--- src/verilog/ots_regs.svh ---
`ifndef OTS_REGS_SVH
`define OTS_REGS_SVH

// ****************************************************************
// register map, byte addresses
// ****************************************************************
`define OTS_SEL_BASE        7'h00
`define OTS_CFG_BASE        7'h20
`define OTS_COND_STAT       7'h4c
`define OTS_TERM_STAT       7'h50
`define OTS_REJ_CODE        7'h54
`define OTS_CFG_COUNT       11

// config word indices from OTS_CFG_BASE
`define OTS_CFG_START_FREQ  4'd0
`define OTS_CFG_FDET_FWD    4'd1
`define OTS_CFG_FDET_REV    4'd2
`define OTS_CFG_FDET2       4'd3
`define OTS_CFG_CUR_LVL     4'd4
`define OTS_CFG_CUR_TIME    4'd5
`define OTS_CFG_ZERO_LVL    4'd6
`define OTS_CFG_ZERO_TIME   4'd7
`define OTS_CFG_BRAKE_DUTY  4'd8
`define OTS_CFG_THERM_TRIP  4'd9
`define OTS_CFG_SPEED_BAND  4'd10

// ****************************************************************
// fields and codes
// ****************************************************************
`define OTS_REJ_BIT         8
`define OTS_CODE_NONE       16'h270f
`define OTS_NEG_OFS         16'h0064
`define OTS_CODE_LIMIT      16'h00c8
`define OTS_FIRST_RELAY     5
`define OTS_PRE_PCT         32'h0000_0055
`define OTS_FULL_PCT        32'h0000_0064

// condition indices, equal to the positive-logic code
`define OTS_C_RUN           5'h00
`define OTS_C_SPEED         5'h01
`define OTS_C_SUPPLY        5'h02
`define OTS_C_OVERLOAD      5'h03
`define OTS_C_FDET          5'h04
`define OTS_C_FDET2         5'h05
`define OTS_C_BRAKE         5'h07
`define OTS_C_THERM         5'h08
`define OTS_C_PANEL         5'h0a
`define OTS_C_READY         5'h0b
`define OTS_C_OVERCUR       5'h0c
`define OTS_C_ZEROCUR       5'h0d
`define OTS_C_PID_LOW       5'h0e
`define OTS_C_PID_HIGH      5'h0f
`define OTS_C_PID_FWD       5'h10
`define OTS_C_BYP_A         5'h11
`define OTS_C_BYP_B         5'h12
`define OTS_C_BYP_C         5'h13
`define OTS_C_FAN           5'h19

// ****************************************************************
// timing
// ****************************************************************
`define OTS_CLK_NS          10
`define OTS_TICK_NS         1000000

`endif

--- src/verilog/ots_pkg.sv ---
package ots_pkg;

   localparam int OTS_NCOND = 26;

   typedef logic [15:0]           ots_code_t;
   typedef logic [OTS_NCOND-1:0]  ots_cond_t;

   typedef struct packed {
      logic running;
      logic reverse;
      logic supply_loss_flag;
      logic undervoltage;
      logic overload_flag;
      logic panel_op_mode_flag;
      logic reset_done;
      logic start_possible;
      logic pid_low_limit_flag;
      logic pid_high_limit_flag;
      logic pid_forward_flag;
      logic bypass_contactor_a;
      logic bypass_contactor_b;
      logic bypass_contactor_c;
      logic fan_alarm;
   } ots_drive_status_t;

endpackage

--- src/verilog/ots_main.sv ---
// Implementation choices: the register offsets and register access over Avalon-MM.
`include "ots_regs.svh"

module ots_main
   import ots_pkg::*;
#(
   parameter int NTERM       = 7,
   parameter int DW          = 16,
   parameter bit LARGE_MODEL = 1'b1,
   parameter int TICK_CYCLES = `OTS_TICK_NS / `OTS_CLK_NS
) (
   input  wire logic              SYS_CLK,
   input  wire logic              NRST,
   input  wire logic [6:0]        AVS_ADDRESS,
   input  wire logic              AVS_READ,
   input  wire logic              AVS_WRITE,
   input  wire logic [31:0]       AVS_WRITEDATA,
   input  wire logic [3:0]        AVS_BYTEENABLE,
   output logic      [31:0]       AVS_READDATA,
   output logic                   AVS_WAITREQUEST,
   input  wire ots_drive_status_t DRIVE_STATUS,
   input  wire logic [DW-1:0]     OUT_FREQ,
   input  wire logic [DW-1:0]     SET_FREQ,
   input  wire logic [DW-1:0]     OUT_CURRENT,
   input  wire logic [DW-1:0]     OUT_POWER,
   input  wire logic [DW-1:0]     BRAKE_DUTY,
   input  wire logic [DW-1:0]     THERMAL_ACC,
   output logic      [NTERM-1:0]  TERM_OUT
);

   // ****************************************************************
   // bus slave: one wait state per access
   // ****************************************************************
   logic            ack;
   logic            wr_go;
   logic            is_sel;
   logic            is_cfg;
   logic [4:0]      word;
   logic [3:0]      cfg_idx;
   logic [DW-1:0]   cfg [`OTS_CFG_COUNT];
   ots_code_t       sel [NTERM];
   ots_code_t       wr_code [NTERM];
   logic            reject;
   ots_code_t       rej_code;
   ots_cond_t       cond_q;
   ots_cond_t       next_cond;
   logic [31:0]     next_rdata;

   assign AVS_WAITREQUEST = (AVS_READ || AVS_WRITE) && !ack;
   assign wr_go           = AVS_WRITE && ack;
   assign word            = AVS_ADDRESS[6:2];
   assign is_sel          = (word < 5'(NTERM));
   assign is_cfg          = (AVS_ADDRESS >= `OTS_CFG_BASE)
                         && (AVS_ADDRESS < `OTS_COND_STAT);
   assign cfg_idx         = 4'(5'(AVS_ADDRESS[6:2] - `OTS_CFG_BASE / 4));

   always_ff @(posedge SYS_CLK or negedge NRST) begin
      if (!NRST) begin
         ack <= 1'b0;
      end else begin
         ack <= AVS_WAITREQUEST;
      end
   end

   function automatic logic [15:0] merge16(input logic [15:0] old,
                                           input logic [31:0] wd,
                                           input logic [3:0]  be);
      merge16 = {be[1] ? wd[15:8] : old[15:8], be[0] ? wd[7:0] : old[7:0]};
   endfunction

   function automatic logic code_ok(input ots_code_t c);
      logic       neg;
      logic [4:0] b;
      logic       base;
      neg  = (c >= `OTS_NEG_OFS);
      b    = neg ? 5'(c - `OTS_NEG_OFS) : c[4:0];
      base = (b <= `OTS_C_FDET2) || b == `OTS_C_THERM
          || (b >= `OTS_C_PANEL && b <= `OTS_C_BYP_C) || b == `OTS_C_FAN
          || (b == `OTS_C_BRAKE && LARGE_MODEL);
      if (c == `OTS_CODE_NONE) begin
         code_ok = 1'b1;
      end else if (c >= `OTS_CODE_LIMIT || (neg ? c[15:0] - `OTS_NEG_OFS > `OTS_C_FAN
                                                : c > `OTS_C_FAN)) begin
         code_ok = 1'b0;
      end else if (neg && b >= `OTS_C_BYP_A && b <= `OTS_C_BYP_C) begin
         code_ok = 1'b0;
      end else begin
         code_ok = base;
      end
   endfunction

   // ****************************************************************
   // terminal selections and mappers
   // ****************************************************************
   genvar t;
   generate
      for (t = 0; t < NTERM; t++) begin : g_term
         assign wr_code[t] = merge16(sel[t], AVS_WRITEDATA, AVS_BYTEENABLE);

         always_ff @(posedge SYS_CLK or negedge NRST) begin
            if (!NRST) begin
               sel[t] <= (t < `OTS_FIRST_RELAY) ? 16'(t) : `OTS_CODE_NONE;
            end else if (wr_go && is_sel && word == 5'(t) && code_ok(wr_code[t])) begin
               sel[t] <= wr_code[t];
            end
         end

         ots_term_map u_map (
            .clk  (SYS_CLK),
            .nrst (NRST),
            .code (sel[t]),
            .cond (cond_q),
            .term (TERM_OUT[t])
         );
      end
   endgenerate

   always_ff @(posedge SYS_CLK or negedge NRST) begin
      if (!NRST) begin
         reject   <= 1'b0;
         rej_code <= '0;
      end else if (wr_go && is_sel && !code_ok(wr_code[word[2:0]])) begin
         reject   <= 1'b1;
         rej_code <= wr_code[word[2:0]];
      end else if (wr_go && AVS_ADDRESS == `OTS_TERM_STAT
                   && AVS_BYTEENABLE[1] && AVS_WRITEDATA[`OTS_REJ_BIT]) begin
         reject <= 1'b0;
      end
   end

   // ****************************************************************
   // configuration words
   // ****************************************************************
   always_ff @(posedge SYS_CLK or negedge NRST) begin
      if (!NRST) begin
         for (int i = 0; i < `OTS_CFG_COUNT; i++) begin
            cfg[i] <= '0;
         end
      end else if (wr_go && is_cfg) begin
         cfg[cfg_idx] <= DW'(merge16(16'(cfg[cfg_idx]), AVS_WRITEDATA, AVS_BYTEENABLE));
      end
   end

   // ****************************************************************
   // read data
   // ****************************************************************
   always_comb begin
      next_rdata = 32'h0000_0000;
      if (is_sel) begin
         next_rdata[15:0] = sel[word[2:0]];
      end else if (is_cfg) begin
         next_rdata[DW-1:0] = cfg[cfg_idx];
      end else if (AVS_ADDRESS == `OTS_COND_STAT) begin
         next_rdata[OTS_NCOND-1:0] = cond_q;
      end else if (AVS_ADDRESS == `OTS_TERM_STAT) begin
         next_rdata[NTERM-1:0]     = TERM_OUT;
         next_rdata[`OTS_REJ_BIT]  = reject;
      end else if (AVS_ADDRESS == `OTS_REJ_CODE) begin
         next_rdata[15:0] = rej_code;
      end
   end

   always_ff @(posedge SYS_CLK or negedge NRST) begin
      if (!NRST) begin
         AVS_READDATA <= 32'h0000_0000;
      end else if (AVS_READ && !ack) begin
         AVS_READDATA <= next_rdata;
      end
   end

   // ****************************************************************
   // millisecond tick for detection timers
   // ****************************************************************
   logic [31:0] tick_cnt;
   logic        tick;

   always_ff @(posedge SYS_CLK or negedge NRST) begin
      if (!NRST) begin
         tick_cnt <= 32'h0000_0000;
         tick     <= 1'b0;
      end else begin
         tick     <= (tick_cnt == 32'(TICK_CYCLES - 1));
         tick_cnt <= (tick_cnt == 32'(TICK_CYCLES - 1)) ? 32'h0000_0000 : tick_cnt + 1'b1;
      end
   end

   // ****************************************************************
   // condition detectors
   // ****************************************************************
   logic          over_hit;
   logic          zero_hit;
   logic [DW-1:0] freq_diff;
   logic          run_ok;
   logic          brake_pre;
   logic          therm_pre;

   ots_persist #(.W(DW)) u_overcur (
      .clk   (SYS_CLK),
      .nrst  (NRST),
      .tick  (tick),
      .cond  (OUT_CURRENT > cfg[`OTS_CFG_CUR_LVL]),
      .limit (cfg[`OTS_CFG_CUR_TIME]),
      .hit   (over_hit)
   );

   ots_persist #(.W(DW)) u_zerocur (
      .clk   (SYS_CLK),
      .nrst  (NRST),
      .tick  (tick),
      .cond  (OUT_POWER < cfg[`OTS_CFG_ZERO_LVL]),
      .limit (cfg[`OTS_CFG_ZERO_TIME]),
      .hit   (zero_hit)
   );

   assign freq_diff = (OUT_FREQ >= SET_FREQ) ? OUT_FREQ - SET_FREQ : SET_FREQ - OUT_FREQ;
   assign run_ok    = DRIVE_STATUS.running && OUT_FREQ >= cfg[`OTS_CFG_START_FREQ];
   assign brake_pre = LARGE_MODEL && (32'(BRAKE_DUTY) * `OTS_FULL_PCT
                   >= 32'(cfg[`OTS_CFG_BRAKE_DUTY]) * `OTS_PRE_PCT);
   assign therm_pre = (32'(THERMAL_ACC) * `OTS_FULL_PCT
                   >= 32'(cfg[`OTS_CFG_THERM_TRIP]) * `OTS_PRE_PCT);

   always_comb begin
      next_cond = '0;
      next_cond[`OTS_C_RUN]      = run_ok;
      next_cond[`OTS_C_SPEED]    = DRIVE_STATUS.running && freq_diff <= cfg[`OTS_CFG_SPEED_BAND];
      next_cond[`OTS_C_SUPPLY]   = DRIVE_STATUS.supply_loss_flag || DRIVE_STATUS.undervoltage;
      next_cond[`OTS_C_OVERLOAD] = DRIVE_STATUS.overload_flag;
      next_cond[`OTS_C_FDET]     = DRIVE_STATUS.reverse ? OUT_FREQ >= cfg[`OTS_CFG_FDET_REV]
                                                        : OUT_FREQ >= cfg[`OTS_CFG_FDET_FWD];
      next_cond[`OTS_C_FDET2]    = OUT_FREQ >= cfg[`OTS_CFG_FDET2];
      next_cond[`OTS_C_BRAKE]    = brake_pre;
      next_cond[`OTS_C_THERM]    = therm_pre;
      next_cond[`OTS_C_PANEL]    = DRIVE_STATUS.panel_op_mode_flag;
      next_cond[`OTS_C_READY]    = DRIVE_STATUS.reset_done
                                && (DRIVE_STATUS.start_possible || DRIVE_STATUS.running);
      next_cond[`OTS_C_OVERCUR]  = over_hit;
      next_cond[`OTS_C_ZEROCUR]  = zero_hit;
      next_cond[`OTS_C_PID_LOW]  = DRIVE_STATUS.pid_low_limit_flag;
      next_cond[`OTS_C_PID_HIGH] = DRIVE_STATUS.pid_high_limit_flag;
      next_cond[`OTS_C_PID_FWD]  = DRIVE_STATUS.pid_forward_flag;
      next_cond[`OTS_C_BYP_A]    = DRIVE_STATUS.bypass_contactor_a;
      next_cond[`OTS_C_BYP_B]    = DRIVE_STATUS.bypass_contactor_b;
      next_cond[`OTS_C_BYP_C]    = DRIVE_STATUS.bypass_contactor_c;
      next_cond[`OTS_C_FAN]      = DRIVE_STATUS.fan_alarm;
   end

   always_ff @(posedge SYS_CLK or negedge NRST) begin
      if (!NRST) begin
         cond_q <= '0;
      end else begin
         cond_q <= next_cond;
      end
   end

   // ****************************************************************
   // checks
   // ****************************************************************
   a_bus_one_wait: assert property (@(posedge SYS_CLK) disable iff (!NRST)
      ((AVS_READ || AVS_WRITE) && !ack) |-> AVS_WAITREQUEST ##1 !AVS_WAITREQUEST)
      else $error("bus access not answered after one wait state");

   a_run_thresh: assert property (@(posedge SYS_CLK) disable iff (!NRST)
      cond_q[`OTS_C_RUN] |-> $past(DRIVE_STATUS.running)
                          && $past(OUT_FREQ) >= $past(cfg[`OTS_CFG_START_FREQ]))
      else $error("run condition without start frequency reached");

   a_rev_thresh: assert property (@(posedge SYS_CLK) disable iff (!NRST)
      (DRIVE_STATUS.reverse && OUT_FREQ < cfg[`OTS_CFG_FDET_REV]) |=> !cond_q[`OTS_C_FDET])
      else $error("reverse frequency detect ignored its threshold");

   a_ready_reset: assert property (@(posedge SYS_CLK) disable iff (!NRST)
      !DRIVE_STATUS.reset_done |=> !cond_q[`OTS_C_READY])
      else $error("ready before reset processing completed");

   a_supply_loss: assert property (@(posedge SYS_CLK) disable iff (!NRST)
      DRIVE_STATUS.undervoltage |=> cond_q[`OTS_C_SUPPLY])
      else $error("undervoltage not reported");

   a_brake_pre: assert property (@(posedge SYS_CLK) disable iff (!NRST)
      cond_q[`OTS_C_BRAKE] |-> $past(32'(BRAKE_DUTY)) * `OTS_FULL_PCT
                             >= $past(32'(cfg[`OTS_CFG_BRAKE_DUTY])) * `OTS_PRE_PCT)
      else $error("brake pre-alarm below 85 percent");

   a_bypass_pos: assert property (@(posedge SYS_CLK) disable iff (!NRST)
      (wr_go && is_sel && wr_code[word[2:0]] >= `OTS_NEG_OFS + `OTS_C_BYP_A
                       && wr_code[word[2:0]] <= `OTS_NEG_OFS + `OTS_C_BYP_C)
      |=> reject && $stable(sel[0]))
      else $error("inverted bypass code accepted");

   a_reject_keep: assert property (@(posedge SYS_CLK) disable iff (!NRST)
      (wr_go && word == 5'h00 && !code_ok(wr_code[0])) |=> $stable(sel[0]) && reject)
      else $error("rejected code changed the selection");

   a_stall_hold: assert property (@(posedge SYS_CLK) disable iff (!NRST)
      DRIVE_STATUS.overload_flag [*2] |-> cond_q[`OTS_C_OVERLOAD])
      else $error("overload alarm dropped while stall active");

   a_fan_alarm: assert property (@(posedge SYS_CLK) disable iff (!NRST)
      DRIVE_STATUS.fan_alarm |=> cond_q[`OTS_C_FAN])
      else $error("fan alarm not reported");

   a_reject_code: assert property (@(posedge SYS_CLK) disable iff (!NRST)
      (wr_go && is_sel && !code_ok(wr_code[word[2:0]]))
      |=> rej_code == $past(wr_code[word[2:0]]))
      else $error("rejected code not recorded");

endmodule

--- src/verilog/ots_persist.sv ---
// level detector that fires once its input has held longer than a limit
module ots_persist #(
   parameter int W = 16
) (
   input  wire logic         clk,
   input  wire logic         nrst,
   input  wire logic         tick,
   input  wire logic         cond,
   input  wire logic [W-1:0] limit,
   output logic              hit
);

   logic [W-1:0] cnt;

   always_ff @(posedge clk or negedge nrst) begin
      if (!nrst) begin
         cnt <= '0;
      end else if (!cond) begin
         cnt <= '0;
      end else if (tick && cnt != '1) begin
         cnt <= cnt + 1'b1;
      end
   end

   always_ff @(posedge clk or negedge nrst) begin
      if (!nrst) begin
         hit <= 1'b0;
      end else begin
         hit <= cond && (cnt > limit);
      end
   end

   a_persist_drop: assert property (@(posedge clk) disable iff (!nrst)
      !cond |=> !hit)
      else $error("detector output while input inactive");

endmodule

--- src/verilog/ots_term_map.sv ---
`include "ots_regs.svh"

// one terminal: pick a condition by code and apply its polarity
module ots_term_map
   import ots_pkg::*;
(
   input  wire logic      clk,
   input  wire logic      nrst,
   input  wire ots_code_t code,
   input  wire ots_cond_t cond,
   output logic           term
);

   logic       neg;
   logic [4:0] idx;
   logic       next_term;

   always_comb begin
      neg = (code >= `OTS_NEG_OFS);
      idx = neg ? 5'(code - `OTS_NEG_OFS) : code[4:0];
      if (code == `OTS_CODE_NONE) begin
         next_term = 1'b0;
      end else begin
         next_term = cond[idx] ^ neg;
      end
   end

   always_ff @(posedge clk or negedge nrst) begin
      if (!nrst) begin
         term <= 1'b0;
      end else begin
         term <= next_term;
      end
   end

   a_term_polarity: assert property (@(posedge clk) disable iff (!nrst)
      (code != `OTS_CODE_NONE && code >= `OTS_NEG_OFS) ##1 $stable(code)
      |-> term == !$past(cond[idx]))
      else $error("negative logic terminal not inverted");

endmodule
--- config.mk ---
export PLATFORM = sky130hd
export DESIGN_NAME = ots_main
export DESIGN_NICKNAME = d
export VERILOG_FILES = /design/src/verilog/ots_pkg.sv /design/src/verilog/ots_main.sv /design/src/verilog/ots_persist.sv /design/src/verilog/ots_term_map.sv
export VERILOG_INCLUDE_DIRS = /design/src /design/src/verilog
export SDC_FILE = /design/constraint.sdc
export NUM_CORES = 2
export LEC_CHECK = 0
export ABC_AREA = 1
export CORE_ASPECT_RATIO = 1.4
export CORE_UTILIZATION = 61
export CTS_BUF_LIST = sky130_fd_sc_hd__clkbuf_4 sky130_fd_sc_hd__clkbuf_8
export CTS_CLUSTER_SIZE = 16
export DETAILED_ROUTE_END_ITERATION = 10
export DONT_BUFFER_PORTS = 1
export MAX_ROUTING_LAYER = met4
export PLACE_DENSITY = 0.89
export SLEW_MARGIN = 20
export SYNTH_ARGS = -nofsm -noshare
export SYNTH_HDL_FRONTEND = slang
export SYNTH_SLANG_ARGS = --single-unit
--- constraint.sdc ---
create_clock -name SYS_CLK -period 4.46 [get_ports SYS_CLK]
set_clock_uncertainty 0.05 [all_clocks]
set_input_delay 0.669 -clock SYS_CLK [delete_from_list [all_inputs] [get_ports SYS_CLK]]
set_output_delay 0.669 -clock SYS_CLK [all_outputs]
set_load 0.1 [all_outputs]
; Yosys cells after proc, flatten, opt, wreduce, memory -nomap -nowiden
; Cells that the tools add are included.
[word_totals]
register_bits = 425
inputBits = 158
[op_classes]
n_reduce_logical = 103
muxes = 116
bitwise = 9
eq_ne = 53
add_sub_neg = 21
mul = 4
order_cmp = 96
[ops]
columns = cell, n
row1 = 16-bit by 5-bit greater-than comparator with 1-bit output (second input constant), 16
row2 = 16-bit two-way mux, 16
row3 = 16-bit by 14-bit equality test with 1-bit output (second input constant), 15
row4 = 16-bit by 7-bit >= comparator with 1-bit output (second input constant), 15
row5 = 176-bit bitwise mux, 1
row6 = 16-bit by 8-bit >= comparator with 1-bit output (second input constant), 8
row7 = 8-bit two-way mux, 16
row8 = 16-bit by 7-bit subtractor with 16-bit output (second input constant), 8
row9 = 16-bit binary-select mux with 3-bit select, 2
row10 = 16-bit >= comparator, 5
row11 = 5-bit two-way mux, 15
row12 = 16-bit binary-select mux with 4-bit select, 1
row13 = 16-bit demux with 4-bit select, 1
row14 = 1-bit logical AND, 56
row15 = 5-bit by 3-bit equality test with 1-bit output (second input constant), 11
row16 = 1-bit two-way mux, 51
row17 = 16-bit greater-than comparator, 3
row18 = 23-bit >= comparator, 2
row19 = 16-bit by 7-bit multiplier with 23-bit output (second input constant), 2
row20 = 5-bit >= comparator (second input constant), 9
row21 = 1-bit logical OR, 43
row22 = 5-bit by 6-bit less-than comparator with 1-bit output (second input constant), 7
row23 = 16-bit by 5-bit multiplier with 21-bit output (second input constant), 2
row24 = 5-bit by 4-bit equality test with 1-bit output (second input constant), 8
row25 = 32 further kinds, 89

; Logic depth before layout (Yosys ltp)
[logic_depth]
ltp_word = 17
mapped_depth = 28

; Modules after synthesis
; A second synthesis with hierarchy kept.
[unflattened]
cells_unflattened = 5942
hier_area_um2 = 41591.1
[modules_own_cells]
columns = mod, n_inst, cells_per_inst, area_each_um2
row1 = ots_main, 1, 4691, 34475.6
row2 = ots_term_map, 7, 117, 596.8
row3 = ots_persist, 2, 216, 1468.9

; Worst setup path after synthesis
; Ideal clock, no wire load.
[synth_timing]
path_type = flip-flop to flip-flop
start = register cfg[17] (netlist bit)
end = register cond_q[8]
setup_ns = 0.157
path_stages_with_launch = 26
slack_ns = -0.400
arrival_time_ns = 4.653
path_buffers = 0
t_required_ns = 4.253
path_cell_list = dfrtp_1 > ha_1 > inv_1 > fa_1 > inv_1 > ha_1 > inv_1 > fa_1 > inv_1 > ha_1 > a21oi_1 > o21ai_0 > nand2_1 > o211ai_1 > a31oi_1 > o21ai_0 > nand3_1 > nand2_1 > nand3_1 > nand2_1 > xor2_1 > ha_1 > nand4_1 > inv_1 > a2111oi_0 > o311ai_0
[synth_between]
elab_chain_len = 2
[synth_rtl]
columns = element, line
row1 = "start, declared", ots_main.sv:40  ; logic [DW-1:0] cfg [`OTS_CFG_COUNT];
row2 = "start signal, assigned by index", ots_main.sv:140  ; cfg[cfg_idx] <= DW'(merge16(16'(cfg[cfg_idx]), AVS_WRITEDATA, AVS_BYTEENABLE));
row3 = 16-bit by 7-bit multiplier with 23-bit output (no line), -
row4 = 23-bit >= comparator (no line), -
row5 = via next_cond[8], ots_main.sv:46  ; ots_cond_t next_cond;
row6 = "end signal, assigned", ots_main.sv:251  ; cond_q <= next_cond;
row7 = "end, declared", ots_main.sv:45  ; ots_cond_t cond_q;
; The timed path passes the listed nets, and every way through them passes these cells.
; A chain may end at the register's enable or synchronous reset.

; Worst setup path after layout
[layout_timing]
start = register cfg[19] (netlist bit)
end = register cond_q[8]
; The elaborated chain is that of the path after synthesis.

==> results.toml <==
[sta]
timing.hold.ws_ps = -406.4
timing.slew.headroom = -0.2600
final.min_clock_period_ps = 4706
timing.fmax_ghz = 0.2125
timing_worst_slew_pin_value_ps = 1890
setup_repair_after_global_routing_missed_its_margin = "yes"
timing.setup.tns_ps = -394.3
fin_crit_sh = 1.055
hold_violation_total_from_the_final_report = 322
finalSetupViolCount = 2
final_critical_path_setup_slack_ps = -245.6
final_max_slew_viols = 235

[floorplan]
floorplan.die_area_um2 = 65260
placementRows = 109
fp.dieW_um = 216.2
initial_core_util = 0.6192
vertical_extent_of_the_die_um = 301.9
top_level_ports = 198
core-area_um2 = 63280

[yosys]
synth-seq-cells = 420
yosys_warnings = 0
netlist_area_um2 = 39180
synthesis.instances = 5426
post_synth_fa_ha_maj_area_fraction = 0.1981
synth_top_flop_cell = "dfrtp_1"
synth_edf_count = 0
synth-async-reset-ratio = 1.000
synthDistinctLibCells = 62
share_of_synthesized_area_spent_on_multiplexers = 0.002491
average_cell_area_after_synthesis_um2 = 7.221
ys_seq_area_frac = 0.2689
synth_compound_area_frac = 0.1875
synth_xor_xnor_area_share = 0.02995
largest_family_of_logic_cells_by_synthesized_area = "simple AND/OR/NAND/NOR gates"
synth_simple_gate_area_frac = 0.2043

[cells_and_area]
area_delta_synth_final_pct = 10.77
final_layout_size_suffix_gt1_frac = 0.08929
stdcell_area_um2 = 43400
mostFrequentLayoutCell = "nand2_1"
fin_cells = 6497
finish.net_count = 6333
fill_cells = 5218
final_cell_mix = "nand2_1, inv_1, o21ai_0, ha_1, dfrtp_1"
utilization = 0.6858

[pwr]
cell_internal_pwr_mw = 14.27
power.share.combinational = 0.661
switching_share = 0.4568
p_leak_nw = 21.84
totalPowerFinal_mw = 26.27
power_density_nw_per_um2 = 605.3
p_sw_mw = 12.00
clock_share_of_power = 0.156
seqPwrFrac = 0.183
ir_drop_mv = 0.9033

[run_status]
failed_checks = "hold timing, slew limit, setup timing"
outcome = "finished, violations left"

[grt]
vias_in_the_first_global_route = 39535
antenna_found_initial = 6
groute.usage.overall = 0.4530
grt_start_max_net_pins = 421
grt_first_pass_wirelength_mm = 220.1
grt.overflow.total = 0

[setup_path]
path_max_fanout = 4
cp_cell_sequence = "ha_4, inv_2, fa_1, inv_2, ha_4, inv_2, fa_1, inv_2, ha_4, a21oi_4, o21ai_2, nand2_1, o211ai_1, a31oi_1, o21ai_1, nand3_1, nand2_1, xnor2_1, ha_1, a21oi_1, o21ai_1, a2111oi_4, o311ai_1"
worstPathRequired_ps = 4960
bufs_and_invs_on_worst_path = 4
cp_endpoint_kind = "flip-flop"
cp_data_arrival_time_ps = 5210
cp_slowest_cell = "fa_1"
timing.setup.critical_path_class = "flip-flop to flip-flop"
worstSetupStartpointType = "flip-flop"
path_common_cell = "inv_2"
timing.critical_path.max_delay_family = "adder cells"
max_stage_delay_ps = 510

[detailed_routing]
vias_per_cell = 6.224
routedWlPerCell_um = 22.34
totalWireLength_mm = 145.2
ant_nets = 0
drtIter0Drc = 4611
dr_total_vias = 40438
route.detailed.drc = 0
drt_pass_1_iters = 10

[flow_run]
drv.max_cap_violation_count = 0

[placed_design]
numPlacedInstances = 6334
place_worst_setup_slack_ps = -461.0
count_of_port_buffers_added_during_placement = 0
post-dp-hpwl_mm = 110.3
place_congestion = 1.121
place_area_um2 = 41420

[cts]
hold_buffers = 9
clk_pin_slew_ps = 60
cts_root_buffer = "clkbuf_8"
insertion_delay_ps = 740
tritoncts.num_buffers = 74
maximum_buffer_depth_of_the_clock_tree = 3
cts_tree = "built"
cts.htree.levels = 3
clock-sinks = 420

[min_path]
hold_class = "primary input to asynchronous set/reset pin"
registers in the layout, summed over array words and instances, names as in the netlist, 7 cells and up:
signal / cells
sel: 112
cond_q: 19
u_overcur.cnt: 16
rej_code: 16
u_zerocur.cnt: 16
cfg: 176
g_term.u_map.term: 7
AVS_READDATA: 21
tick_cnt: 32
final cells by class:
cell class / count / area, µm² / share of cell area
multi-input combinational: 3918 / 24690 / 0.5689
clock buffer: 112 / 1423 / 0.03278
tap: 832 / 1041 / 0.02399
antenna: 9 / 22.52 / 0.0005189
inverter: 927 / 3480 / 0.08017
clock inverter: 22 / 244.0 / 0.005622
timing repair buffer: 257 / 1964 / 0.04526
sequential: 420 / 10540 / 0.2428
worst register-to-register path, stage by stage, from the launching register on:
cell and delay (ps):
dfrtp_1 420, ha_4 290, inv_2 40, fa_1 510, inv_2 70, ha_4 270
inv_2 40, fa_1 500, inv_2 50, ha_4 230, a21oi_4 160, o21ai_2 70
nand2_1 60, o211ai_1 100, a31oi_1 210, o21ai_1 100, nand3_1 90, nand2_1 70
xnor2_1 140, ha_1 310, a21oi_1 120, o21ai_1 120, a2111oi_4 350, o311ai_1 160
power by group through the flow:
stage                     sequential [mW]  clock, mW  combinational [mW]
after floorplan                      4.72          0                10.8
after detailed placement             4.83          0                16.0
after CTS                            4.77       4.08                16.8
final                                4.79       4.10                17.4
after global routing                 4.81       4.26                19.4
after global placement               4.80          0                15.2
repair_timing:
action,CTS,global route
endpoints found under the hold margin,429,414
pin swaps,24,6
gates resized for setup,24,4
setup buffers,9,2
endpoints found under the setup margin,2,2
synthesized netlist by cell type (8+ instances only):
master / instances / area, µm²
nand2_1: 1101 / 4133
inv_1: 916 / 3438
o21ai_0: 530 / 2653
ha_1: 505 / 6319
dfrtp_1: 399 / 9985
a21oi_1: 324 / 1622
nor2_1: 321 / 1205
nand3_1: 226 / 1131
clkbuf_1: 116 / 435.4
o22ai_1: 102 / 638.1
nor3_1: 94 / 470.5
xor2_1: 92 / 805.8
nand4_1: 81 / 506.7
fa_1: 72 / 1441
o21ai_1: 47 / 235.2
o221ai_1: 44 / 385.4
xnor2_1: 42 / 367.9
o211ai_1: 37 / 277.8
nor4_1: 35 / 219.0
a31oi_1: 34 / 212.7
a211oi_1: 24 / 180.2
buf_4: 21 / 157.7
dfstp_2: 21 / 551.8
a221oi_1: 19 / 166.4
o31ai_1: 19 / 142.6
buf_2: 17 / 85.08
o2111ai_1: 16 / 140.1
a21o_1: 12 / 90.09
a22oi_1: 12 / 90.09
buf_1: 12 / 45.04
nand2_2: 10 / 62.56
o21ai_2: 10 / 87.58
or2_2: 10 / 62.56
a21boi_0: 9 / 67.56
o21bai_1: 9 / 67.56
inv_2: 8 / 30.03
nand3b_1: 8 / 60.06
nor3b_1: 8 / 60.06
o311ai_0: 8 / 70.07
kinds of logic after synthesis:
group | after synthesis
AO/OA/AOI/OAI | 1279
XOR/XNOR | 134
adder cells (fa/ha/maj) | 577
buffers and inverters | 1098
flip-flops | 420
multiplexers | 9
other | 1
AND/OR/NAND/NOR | 1908
layer usage:
metal  track usage  up-vias  part of all wire
met5             -        -                 0
met4        0.3186        0             0.083
met3        0.1161      745              0.11
met2        0.7127     2459              0.45
met1        0.5015    18777              0.35
li1              -    18457                 -
path summary, 6_finish.rpt:
check / to / start / cells past startpoint / slack (ps)
min in group SYS_CLK: cond_q[2]$_DFF_PN0_ / DRIVE_STATUS[12] / 1 / 30
worst min register to register: cond_q[13]$_DFF_PN0_ / u_zerocur.hit$_DFF_PN0_ / 0 / 310
worst max-delay path: cond_q[8]$_DFF_PN0_ / cfg[19]$_DFFE_PN0P_ / 23 / -250
max in group asynchronous: cfg[35]$_DFFE_PN0P_ / NRST / 0 / 3220
worst max register to register: cond_q[8]$_DFF_PN0_ / cfg[19]$_DFFE_PN0P_ / 23 / -250
worst min-delay path: sel[21]$_DFFE_PN0P_ / NRST / 0 / -410
Power figures use the tool's default switching activity.
